**src/design/partial_store_pkg.sv**
```systemverilog
// constants and types shared by the partial word store unit
package partial_store_pkg;
   localparam int unsigned WordWidth = 32;
   localparam int unsigned AddrWidth = 32;
   localparam int unsigned CacheAttrWidth = 3;
   localparam int unsigned FullImmWidth = 16;
   localparam int unsigned ShortImmWidth = 9;
   localparam int unsigned ByteLanes = 4;
   // architecture revision that drops the whole left/right family
   localparam logic [3:0] RevNoPartial = 4'h6;
   localparam logic [3:0] RevReset = 4'h2;

   typedef enum logic [3:0]
   {
      OP_LEFT = 4'h1,
      OP_RIGHT = 4'h2,
      OP_LEFT_USER = 4'h4,
      OP_RIGHT_USER = 4'h8
   } store_op_e;

   // segment access modes that the user-mapped variants may reach
   typedef enum logic [2:0]
   {
      SEG_UNMAPPED_USER = 3'h1,
      SEG_MAPPED_USER_KERNEL = 3'h2,
      SEG_MAPPED_USER_SUPER_UNMAPPED_KERNEL = 3'h4
   } seg_mode_e;

   typedef enum logic [2:0]
   {
      ST_IDLE = 3'h1,
      ST_XLATE = 3'h2,
      ST_ISSUE = 3'h4
   } store_state_e;

   // exception codes raised on the pipeline side
   localparam logic [3:0] ExcNone = 4'h0;
   localparam logic [3:0] ExcReservedInstr = 4'h1;
   localparam logic [3:0] ExcCopUnusable = 4'h2;
   localparam logic [3:0] ExcTlbRefill = 4'h3;
   localparam logic [3:0] ExcTlbInvalid = 4'h4;
   localparam logic [3:0] ExcTlbModified = 4'h5;
   localparam logic [3:0] ExcBusError = 4'h6;
   localparam logic [3:0] ExcAddrError = 4'h7;
   localparam logic [3:0] ExcWatch = 4'h8;
endpackage

```
**src/design/partial_store_lanes.sv**
```systemverilog
// byte selection, data alignment and write enables for partial stores
`timescale 1ns/100ps
`default_nettype none
module partial_store_lanes
   import partial_store_pkg::*;
(
   input wire logic isLeft,
   input wire logic [1:0] addrLow,
   input wire logic coreMsbFirst,
   input wire logic [WordWidth-1:0] srcWord,
   output logic [1:0] byteIndex,
   output logic [WordWidth-1:0] storeData,
   output logic [ByteLanes-1:0] laneEnable
);
   always_comb
   begin
      byteIndex = addrLow ^ {2{coreMsbFirst}};
      storeData = '0;
      laneEnable = '0;
      if (isLeft)
      begin
         // high bytes of the source go to the low lanes of the word
         storeData = srcWord >> (5'h18 - {byteIndex, 3'h0});
         for (int i = 0; i < ByteLanes; i++)
         begin
            laneEnable[i] = (2'(i) <= byteIndex);
         end
      end
      else
      begin
         storeData = srcWord << {byteIndex, 3'h0};
         for (int i = 0; i < ByteLanes; i++)
         begin
            laneEnable[i] = (2'(i) >= byteIndex);
         end
      end
   end
endmodule
`default_nettype wire

```
**src/design/partial_store_unit.sv**
```systemverilog
// partial word store unit: address, translation request and store issue
// Contract
// - plain stores add sign-extended 16-bit immediate
// - user-map variants add sign-extended 9-bit immediate
// - left store writes high source bytes
// - right store writes low source bytes
// - byte choice from address low bits, endianness
// - xor physical low bits with reverse flag
// - little-endian memory forces low bits zero
// - byte index and shifted data, index-sized
// - left plus right covers whole word
// - plain store reports translation, bus, watch faults
// - variants translate through user mapping in mapped-user/super/unmapped-kernel mode only
// - variants exist only when enhanced addressing set
// - variants need coprocessor zero, enhanced segment
// - variants add reserved and unusable faults
// - revision six omits the family entirely
`timescale 1ns/100ps
`default_nettype none
module partial_store_unit
   import partial_store_pkg::*;
(
   input wire logic sys_clk,
   input wire logic rst_b,
   // pipeline side
   input wire logic reqValid,
   input wire partial_store_pkg::store_op_e reqOp,
   input wire logic [partial_store_pkg::WordWidth-1:0] baseWord,
   input wire logic [partial_store_pkg::WordWidth-1:0] srcWord,
   input wire logic [partial_store_pkg::FullImmWidth-1:0] immediate,
   input wire logic [3:0] archRevision,
   input wire logic enhancedVirtualAddressing,
   input wire logic cop0Usable,
   input wire partial_store_pkg::seg_mode_e segMode,
   input wire logic coreMsbFirstFlag,
   input wire logic memoryMsbFirstFlag,
   input wire logic swapByteOrderFlag,
   output logic reqReady,
   output logic excValid,
   output logic [3:0] excCode,
   output logic doneValid,
   // translation side
   output logic xlateValid,
   output logic [partial_store_pkg::AddrWidth-1:0] virtualAddr,
   output logic xlateUserMap,
   input wire logic xlateDone,
   input wire logic [partial_store_pkg::AddrWidth-1:0] xlatePhysAddr,
   input wire logic [partial_store_pkg::CacheAttrWidth-1:0] cacheCoherencyAttr,
   input wire logic [3:0] xlateFault,
   // memory side
   output logic memValid,
   output logic [partial_store_pkg::AddrWidth-1:0] memAddr,
   output logic [partial_store_pkg::CacheAttrWidth-1:0] memAttr,
   output logic [1:0] memSize,
   output logic [partial_store_pkg::WordWidth-1:0] memData,
   output logic [partial_store_pkg::ByteLanes-1:0] memByteEnable,
   input wire logic memReady,
   input wire logic memBusError
);
   import partial_store_pkg::*;

   // ----------------------------------------
   // state
   // ----------------------------------------
   store_state_e state_reg, state_next;
   logic reqReady_reg, reqReady_next;
   logic excValid_reg, excValid_next;
   logic [3:0] excCode_reg, excCode_next;
   logic doneValid_reg, doneValid_next;
   logic xlateValid_reg, xlateValid_next;
   logic [AddrWidth-1:0] virtual_addr_reg, virtual_addr_next;
   logic xlateUserMap_reg, xlateUserMap_next;
   logic isLeft_reg, isLeft_next;
   logic coreMsb_reg, coreMsb_next;
   logic [WordWidth-1:0] src_reg, src_next;
   logic memValid_reg, memValid_next;
   logic [AddrWidth-1:0] memAddr_reg, memAddr_next;
   logic [CacheAttrWidth-1:0] memAttr_reg, memAttr_next;
   logic [1:0] memSize_reg, memSize_next;
   logic [WordWidth-1:0] memData_reg, memData_next;
   logic [ByteLanes-1:0] memBe_reg, memBe_next;

   logic [1:0] laneIndex;
   logic [WordWidth-1:0] laneData;
   logic [ByteLanes-1:0] laneEnable;
   logic isUserVariant;
   logic [AddrWidth-1:0] effectiveAddr;
   logic [AddrWidth-1:0] physAdjusted;

   // ----------------------------------------
   // lane selection
   // ----------------------------------------
   partial_store_lanes lanes
   (
      .isLeft(isLeft_reg),
      .addrLow(virtual_addr_reg[1:0]),
      .coreMsbFirst(coreMsb_reg),
      .srcWord(src_reg),
      .byteIndex(laneIndex),
      .storeData(laneData),
      .laneEnable(laneEnable)
   );

   // ----------------------------------------
   // address forming
   // ----------------------------------------
   always_comb
   begin
      isUserVariant = (reqOp == OP_LEFT_USER) || (reqOp == OP_RIGHT_USER);
      if (isUserVariant)
      begin
         // only the low nine immediate bits are carried by these encodings
         effectiveAddr = baseWord + {{(AddrWidth-ShortImmWidth){immediate[ShortImmWidth-1]}},
                                     immediate[ShortImmWidth-1:0]};
      end
      else
      begin
         effectiveAddr = baseWord + {{(AddrWidth-FullImmWidth){immediate[FullImmWidth-1]}},
                                     immediate};
      end
      physAdjusted = xlatePhysAddr;
      physAdjusted[1:0] = xlatePhysAddr[1:0] ^ {2{swapByteOrderFlag}};
      if (!memoryMsbFirstFlag)
      begin
         physAdjusted[1:0] = 2'h0;
      end
   end

   // ----------------------------------------
   // sequencing
   // ----------------------------------------
   always_comb
   begin
      state_next = state_reg;
      reqReady_next = 1'b0;
      excValid_next = 1'b0;
      excCode_next = excCode_reg;
      doneValid_next = 1'b0;
      xlateValid_next = xlateValid_reg;
      virtual_addr_next = virtual_addr_reg;
      xlateUserMap_next = xlateUserMap_reg;
      isLeft_next = isLeft_reg;
      coreMsb_next = coreMsb_reg;
      src_next = src_reg;
      memValid_next = memValid_reg;
      memAddr_next = memAddr_reg;
      memAttr_next = memAttr_reg;
      memSize_next = memSize_reg;
      memData_next = memData_reg;
      memBe_next = memBe_reg;
      unique case (state_reg)
         ST_IDLE:
         begin
            reqReady_next = 1'b1;
            if (reqValid && reqReady_reg)
            begin
               reqReady_next = 1'b0;
               if (archRevision >= RevNoPartial)
               begin
                  excValid_next = 1'b1;
                  excCode_next = ExcReservedInstr;
               end
               else if (isUserVariant && !enhancedVirtualAddressing)
               begin
                  excValid_next = 1'b1;
                  excCode_next = ExcReservedInstr;
               end
               else if (isUserVariant && !cop0Usable)
               begin
                  excValid_next = 1'b1;
                  excCode_next = ExcCopUnusable;
               end
               else if (isUserVariant && !(segMode inside {SEG_UNMAPPED_USER,
                        SEG_MAPPED_USER_KERNEL, SEG_MAPPED_USER_SUPER_UNMAPPED_KERNEL}))
               begin
                  excValid_next = 1'b1;
                  excCode_next = ExcAddrError;
               end
               else
               begin
                  virtual_addr_next = effectiveAddr;
                  isLeft_next = (reqOp == OP_LEFT) || (reqOp == OP_LEFT_USER);
                  // user mapping only matters in the mapped-user/super/unmapped-kernel mode
                  xlateUserMap_next = isUserVariant
                     && (segMode == SEG_MAPPED_USER_SUPER_UNMAPPED_KERNEL);
                  coreMsb_next = coreMsbFirstFlag;
                  src_next = srcWord;
                  xlateValid_next = 1'b1;
                  state_next = ST_XLATE;
               end
            end
         end
         ST_XLATE:
         begin
            if (xlateDone)
            begin
               xlateValid_next = 1'b0;
               if (xlateFault != ExcNone)
               begin
                  excValid_next = 1'b1;
                  excCode_next = xlateFault;
                  state_next = ST_IDLE;
               end
               else
               begin
                  memAddr_next = physAdjusted;
                  memAttr_next = cacheCoherencyAttr;
                  memSize_next = laneIndex;
                  memData_next = laneData;
                  memBe_next = laneEnable;
                  memValid_next = 1'b1;
                  state_next = ST_ISSUE;
               end
            end
         end
         ST_ISSUE:
         begin
            if (memReady)
            begin
               memValid_next = 1'b0;
               state_next = ST_IDLE;
               if (memBusError)
               begin
                  excValid_next = 1'b1;
                  excCode_next = ExcBusError;
               end
               else
               begin
                  doneValid_next = 1'b1;
               end
            end
         end
         default:
         begin
            state_next = ST_IDLE;
         end
      endcase
   end

   always_ff @(posedge sys_clk)
   begin
      if (!rst_b)
      begin
         state_reg <= ST_IDLE;
         reqReady_reg <= 1'b0;
         excValid_reg <= 1'b0;
         excCode_reg <= ExcNone;
         doneValid_reg <= 1'b0;
         xlateValid_reg <= 1'b0;
         virtual_addr_reg <= '0;
         xlateUserMap_reg <= 1'b0;
         isLeft_reg <= 1'b0;
         coreMsb_reg <= 1'b0;
         src_reg <= '0;
         memValid_reg <= 1'b0;
         memAddr_reg <= '0;
         memAttr_reg <= '0;
         memSize_reg <= 2'h0;
         memData_reg <= '0;
         memBe_reg <= '0;
      end
      else
      begin
         state_reg <= state_next;
         reqReady_reg <= reqReady_next;
         excValid_reg <= excValid_next;
         excCode_reg <= excCode_next;
         doneValid_reg <= doneValid_next;
         xlateValid_reg <= xlateValid_next;
         virtual_addr_reg <= virtual_addr_next;
         xlateUserMap_reg <= xlateUserMap_next;
         isLeft_reg <= isLeft_next;
         coreMsb_reg <= coreMsb_next;
         src_reg <= src_next;
         memValid_reg <= memValid_next;
         memAddr_reg <= memAddr_next;
         memAttr_reg <= memAttr_next;
         memSize_reg <= memSize_next;
         memData_reg <= memData_next;
         memBe_reg <= memBe_next;
      end
   end

   assign reqReady = reqReady_reg;
   assign excValid = excValid_reg;
   assign excCode = excCode_reg;
   assign doneValid = doneValid_reg;
   assign xlateValid = xlateValid_reg;
   assign virtualAddr = virtual_addr_reg;
   assign xlateUserMap = xlateUserMap_reg;
   assign memValid = memValid_reg;
   assign memAddr = memAddr_reg;
   assign memAttr = memAttr_reg;
   assign memSize = memSize_reg;
   assign memData = memData_reg;
   assign memByteEnable = memBe_reg;
endmodule
`default_nettype wire

```
**config.mk**
```make
export PLATFORM = sky130hd
export DESIGN_NAME = partial_store_unit
export DESIGN_NICKNAME = d
export VERILOG_FILES = /design/src/design/partial_store_pkg.sv /design/src/design/partial_store_lanes.sv /design/src/design/partial_store_unit.sv
export SDC_FILE = /design/constraint.sdc
export NUM_CORES = 1
export LEC_CHECK = 0
export ABC_CLOCK_PERIOD_IN_PS = 5800
export BUFFER_PORTS_ARGS = -buffer_cell sky130_fd_sc_hd__buf_4
export CAP_MARGIN = 10
export CORE_MARGIN = 3
export CORE_UTILIZATION = 50
export DETAILED_ROUTE_END_ITERATION = 10
export PLACE_DENSITY = 0.88
export SETUP_SLACK_MARGIN = 0.3
export SYNTH_ARGS = -nofsm -noshare
export SYNTH_HDL_FRONTEND = slang
export SYNTH_SLANG_ARGS = --single-unit
```
**constraint.sdc**
```tcl
create_clock -name sys_clk -period 5.8 [get_ports sys_clk]
set_input_delay 1.16 -clock sys_clk [delete_from_list [all_inputs] [get_ports sys_clk]]
set_output_delay 1.16 -clock sys_clk [all_outputs]
set_load 0.005 [all_outputs]
```
==> results_dict.tcl, run 1 <==
set metrics [dict create \
    cts_tree "built" \
    synth_cells 1112 \
    ir_worst_vdd_mv 0.251 \
    cts.clk_slew.worst_paths_ns 0.07 \
    antenna_cells 0 \
    die_x_um 138 \
    cts_root_buf "clkbuf_16" \
    syn_area_um2 8690 \
    multiInputGateArea_um2 5270 \
    insertion_delay_ns 0.42 \
    port_buffers 254 \
    crit_required_ns 6.11 \
    grt_antenna_before_repair 0 \
    seq_power_share_pct 40.0 \
    period_share_pct 74.5 \
    power-per-cell-area_nw_per_um2 251 \
    htree_levels 4 \
    nets 1489 \
    timing.fmax_ghz 0.231 \
    synthTopCellsByArea "dfxtp_1 (35%), nand2_1 (11%), ha_1 (4.8%)" \
    rsz0062_at_grt "no" \
    power_frac_comb_pct 22.6 \
    cts.sink_count 152 \
    dr.pass1.iters 6 \
    via_per_inst 5.81 \
    leakagePower_nw 4.96 \
    dp_hpwl_um 18500 \
    maxSlewViolCount 0 \
    maxCapViolCount 0 \
    finalSetupViolations 0 \
    cpMostUsedCell "or3_1" \
    critical_path_class "in2reg" \
    ys_async_sr_fraction_pct 0 \
    avgSynthCellArea_um2 7.81 \
    drive_gt1_share_pct 23.6 \
    switching_power_mw 0.883 \
    dieArea_um2 19000 \
    grt-ovfl-total 0 \
    grt_pass1_wl_um 40200 \
    drtIter0Drc 715 \
    synth_area_leader_cell "dfxtp_1" \
    finalHoldViolCount 0 \
    slowest_delay_ns 0.53 \
    cp-end-kind "flop" \
    post_cts_buffers 0 \
    die_h_um 138 \
    synth_fp_nets 1287 \
    clock_power_share_pct 37.4 \
    fin_tns_setup_ns 0 \
    critical_path.cell_chain "buf_4, xnor2_1, or3_1, a21o_1, ha_1, nand4_2, or3_1, nor2b_2, o21bai_1, a2111oi_2, mux2_2, a32o_1" \
    worstMarginPinSlew_ns 1.23 \
    grtUsageTotal_pct 26.1 \
    crit_path_max_fanout 10 \
    synth-edff-count 0 \
    internal_power_mw 1.93 \
    regArea_um2 3040 \
    yosys_most_used_dff "dfxtp_1" \
    ys.warnings.count 0 \
    clock_skew_ns 0.00933 \
    ios 256 \
    syn_to_final_growth_pct 28.8 \
    cts_resized 0 \
    synth.distinct_cells 67 \
    cp-start-kind "primary input" \
    gp_congestion 0.870 \
    final_antenna_net_count 0 \
    core_um2 16800 \
    clk_path_buf_depth 2 \
    max_slew_margin_pct 17.7 \
    whs_ns 0.454 \
    synth_seq_area_share_pct 35.0 \
    initial_utilization_pct 51.6 \
    fillers 1415 \
    status "completed" \
    synth_common_cells "nand2_1 (264), dfxtp_1 (152), a21oi_1 (67), o21ai_0 (60), a21boi_0 (52)" \
    hold_path_class "reg2reg" \
    fin_area_um2 11200 \
    fp-row-count 47 \
    postCtsHoldBufs 0 \
    grt_max_degree 101 \
    yosysMostFrequentCell "nand2_1" \
    drc 0 \
    avgRoutedWirePerCell_um 16.8 \
    p_sw_share_pct 31.4 \
    synth_seq_cells 152 \
    cts_buffers 17 \
    dpl-instance-area_um2 10600 \
    r2r_setup_slack_ns 2.56 \
    synth_top_area_share_pct 35.0 \
    routed_wl_um 26000 \
    grt_pass1_vias 8283 \
    fin_crit_ns 4.32 \
    slowest_stage "or3_1" \
    vias 8988 \
    arrival_ns 4.63 \
]
## per-layer routing
metal	vias to the layer above	wire length, µm	track usage [%]
met2	415	12700	44.8
met5	-	0	0
met3	64	2270	5.33
met4	0	709	9.33
met1	4161	10300	32.4
li1	4348	-	-
## cell families (layout without fill, tap and decap cells)
kind of cell	Yosys count	in the layout	share of synthesized area, %
xor gates and xnor gates	29	29	3.01
and+or+nand+nor	436	436	22.7
muxes	18	18	2.09
adders and majority gates	34	34	4.98
buffers and inverters	96	311	4.65
AOI/OAI and AO/OA	347	347	27.6
DFF	152	152	35.0
## through the flow
step	cells	util (%)	worst slack (ns)	power, mW
after floorplan	1112	-	1.69	1.54
after global placement	1515	63.2	1.14	1.75
after detailed placement	1515	63.2	1.08	1.77
after CTS	1547	66.5	1.53	2.82
after global routing	1547	66.5	1.34	2.94
final	1547	66.5	1.48	2.81
## cells in the final DEF (no fill, tap or decap), types with 16 or more instances in the layout
master	count
buf_4	263
nand2_1	263
ha_1	33
clkbuf_16	17
a21o_1	23
o211a_1	19
mux2i_1	17
a21oi_1	67
dfxtp_1	152
a221oi_1	18
nor2_1	51
o21ai_0	60
inv_1	16
nand3_1	38
a21boi_0	52
a21boi_1	32
xnor2_1	16
## layout make-up
type                            instances  area share, %
Inverter                               16          0.537
Timing Repair Buffer                  263           17.7
Clock inverter                         15           1.23
Clock buffer                           17           3.80
Tap cell                              220           2.46
Multi-Input combinational cell        864           47.1
Sequential cell                       152           27.2
## worst max-delay path: cells and delay by family
family / cells / cell delay [ns]
and+or+nand+nor: 4 / 1.36
adders and majority gates: 1 / 0.42
xor gates and xnor gates: 1 / 0.15
muxes: 1 / 0.39
buffers and inverters: 1 / 0.12
AOI/OAI and AO/OA: 4 / 1.04
## final timing paths
check                                        to         start  depth (start not counted)
worst max-delay path            virtualAddr[31]      reqOp[2]                         12
worst min register to register      memAddr[25]   memAddr[25]                          2
worst max register to register       memAddr[0]  state_reg[1]                          7
worst min-delay path                memAddr[25]   memAddr[25]                          2
## power groups by stage
stage / sequential, mW / combinational [mW] / clock, mW
5_1_grt: 1.13 / 0.695 / 1.11
3_5_place_dp: 1.15 / 0.622 / 0
4_1_cts: 1.12 / 0.626 / 1.07
6_report: 1.12 / 0.635 / 1.05
3_3_place_gp: 1.14 / 0.611 / 0
2_1_floorplan: 1.14 / 0.408 / 0
Note: power is estimated with default switching activity, not from simulation.
==> run 2, diff against run 1 <==
--- a/config.mk
+++ b/config.mk
@@ -5,11 +5,11 @@
 export SDC_FILE = /design/constraint.sdc
 export NUM_CORES = 1
 export LEC_CHECK = 0
-export ABC_CLOCK_PERIOD_IN_PS = 5800
+export ABC_CLOCK_PERIOD_IN_PS = 3500
 export BUFFER_PORTS_ARGS = -buffer_cell sky130_fd_sc_hd__buf_4
 export CAP_MARGIN = 10
 export CORE_MARGIN = 3
-export CORE_UTILIZATION = 50
+export CORE_UTILIZATION = 48
 export DETAILED_ROUTE_END_ITERATION = 10
 export PLACE_DENSITY = 0.88
 export SETUP_SLACK_MARGIN = 0.3
==> constraint.sdc (replaced) <==
create_clock -name sys_clk -period 3.5 [get_ports sys_clk]
set_input_delay 0.7 -clock sys_clk [delete_from_list [all_inputs] [get_ports sys_clk]]
set_output_delay 0.7 -clock sys_clk [all_outputs]
set_load 0.005 [all_outputs]
==> run 2 against run 1 <==
Effect of this change: combinational power is 97% higher; critical endpoint unchanged; total power is 77% higher; clock power increased by 76%; sequential share of layout area decreased by 2.1 points; first-iteration DRC count grew 32%; cell count is 6.1% higher; worst hold slack lost 0.0025 ns; sequential cell count did not move; die area is 4.0% higher; global-route usage is 1.2 points higher.
==> results_dict.tcl, run 2 (same netlist as run 1, synthesis figures left out) <==
set metrics [dict create \
    cts_root_buf "clkbuf_16" \
    p_sw_share_pct 32.3 \
    cpMostUsedCell "or3_4" \
    slowest_delay_ns 0.41 \
    arrival_ns 3.52 \
    fin_crit_ns 3.19 \
    dieArea_um2 19700 \
    ios 256 \
    insertion_delay_ns 0.42 \
    hold_path_class "in2reg" \
    grt_pass1_vias 9018 \
    worstMarginPinSlew_ns 0.687 \
    antenna_cells 0 \
    regArea_um2 3040 \
    fin_area_um2 12100 \
    crit_path_max_fanout 6 \
    drive_gt1_share_pct 30.5 \
    critical_path_class "in2reg" \
    final_antenna_net_count 0 \
    gp_congestion 0.943 \
    cp-start-kind "primary input" \
    p_total_mw 4.96 \
    whs_endpoint "doneValid" \
    clock_skew_ns 0.0110 \
    routed_wl_um 28100 \
    die_h_um 141 \
    finalHoldViolCount 0 \
    power-per-cell-area_nw_per_um2 410 \
    period_share_pct 91.2 \
    r2r_setup_slack_ns 0.77 \
    dpl-instance-area_um2 11300 \
    vias 9415 \
    reg2reg_to "memData[24]" \
    clk_path_buf_depth 2 \
    nets 1579 \
    timing.fmax_ghz 0.313 \
    avgRoutedWirePerCell_um 17.1 \
    die_x_um 141 \
    slowest_stage "or3_4" \
    via_per_inst 5.73 \
    grt-ovfl-total 0 \
    internal_power_mw 3.36 \
    maxSlewViolCount 0 \
    critical_path.cell_chain "buf_4, xnor2_1, or3_4, a21o_1, ha_1, nand3_1, or3_4, nor2b_4, o21bai_2, a2111oi_4, mux2_4, a32o_1" \
    cts_tree "built" \
    hold_depth 2 \
    htree_levels 4 \
    drtIter0Drc 946 \
    cts.clk_slew.worst_paths_ns 0.07 \
    core_um2 17500 \
    fin_tns_setup_ns 0 \
    finalSetupViolations 0 \
    hold_start "memBusError" \
    status "completed" \
    switching_power_mw 1.60 \
    multiInputGateArea_um2 5440 \
    ir_worst_vdd_mv 0.341 \
    dp_hpwl_um 20700 \
    max_slew_margin_pct 53.9 \
    crit-reg2reg-launch "state_reg[1]" \
    cp-end-kind "flop" \
    grt_max_degree 57 \
    crit_required_ns 3.82 \
    leakagePower_nw 5.43 \
    fp-row-count 48 \
    rsz0062_at_grt "yes" \
    grt_antenna_before_repair 0 \
    worstRegToRegCells 7 \
    layout_common_cells "buf_4 (350), nand2_1 (263), dfxtp_1 (152), a21oi_1 (60), o21ai_0 (56)" \
    grt_pass1_wl_um 44500 \
    cts.sink_count 152 \
    fillers 1384 \
    cts_buffers 17 \
    clock_power_share_pct 37.3 \
    power_frac_comb_pct 25.2 \
    grtUsageTotal_pct 27.3 \
    drc 0 \
    initial_utilization_pct 49.7 \
    maxCapViolCount 0 \
    final_common_cell "buf_4" \
    syn_to_final_growth_pct 39.3 \
    port_buffers 254 \
    seq_power_share_pct 37.5 \
    dr.pass1.iters 8 \
]
## run 2: area by class of cell
cell class                 instances  share of cell area [%]
clock inverter                    15                    1.45
clock buffer                      17                    3.52
inverter                          16                   0.496
multi-input combinational        864                    45.0
sequential                       152                    25.1
tap                              225                    2.33
timing repair buffer             353                    22.1
## run 2: routing by layer
metal  track usage (%)  up-vias  wire, µm
met3              4.98       74      2430
met5                 0        -         0
li1                  -     4534         -
met2              46.8      472     13700
met1              33.8     4335     11000
met4              11.1        0       946
## run 2: worst max path at each step
| stage | slack (ns) | depth (start not counted) | start | to |
|---|---|---|---|---|
| after floorplan | -0.08 | 13 | reqOp[2] | virtualAddr[31] |
| after detailed placement | -0.36 | 12 | reqOp[3] | virtualAddr[31] |
| final | 0.31 | 12 | reqOp[3] | virtualAddr[31] |
| after global placement | -0.32 | 12 | reqOp[3] | virtualAddr[31] |
| after global routing | 0.25 | 17 | reqOp[3] | virtualAddr[25] |
| after CTS | 0.27 | 12 | reqOp[3] | virtualAddr[31] |
## run 2: power by group through the flow
stage | sequential (mW) | clock [mW] | combinational, mW
floorplan | 1.88 | 0 | 0.682
global placement | 1.90 | 0 | 1.15
detailed placement | 1.90 | 0 | 1.18
CTS | 1.86 | 1.88 | 1.20
global route | 1.87 | 1.96 | 1.36
finish | 1.86 | 1.85 | 1.25
## run 2: worst max-delay path: cells and delay by family
kind / cells / cell delay, ns
buffers and inverters: 1 / 0.12
xor gates and xnor gates: 1 / 0.13
muxes: 1 / 0.33
and+or+nand+nor: 4 / 1.05
AOI/OAI and AO/OA: 4 / 0.89
adders and majority gates: 1 / 0.30
## run 2: metrics by stage
step           cells  hold WS, ns  util, %  setup slack [ns]
3_5_place_dp    1606        0.447     64.7            -0.358
3_3_place_gp    1606        0.441     64.7            -0.317
5_1_grt         1642        0.439     69.2             0.247
4_1_cts         1639        0.435     68.5             0.267
2_1_floorplan   1112        0.451        -           -0.0847
6_report        1642        0.452     69.2             0.307
## run 2: what timing repair did
item | CTS | global route
setup buffers | 1 | 2
hold buffers | 0 | 0
setup endpoints to repair | 10 | 13
hold endpoints to repair | 0 | 0
pin swaps | 1 | 15
gates resized for setup | 12 | 24
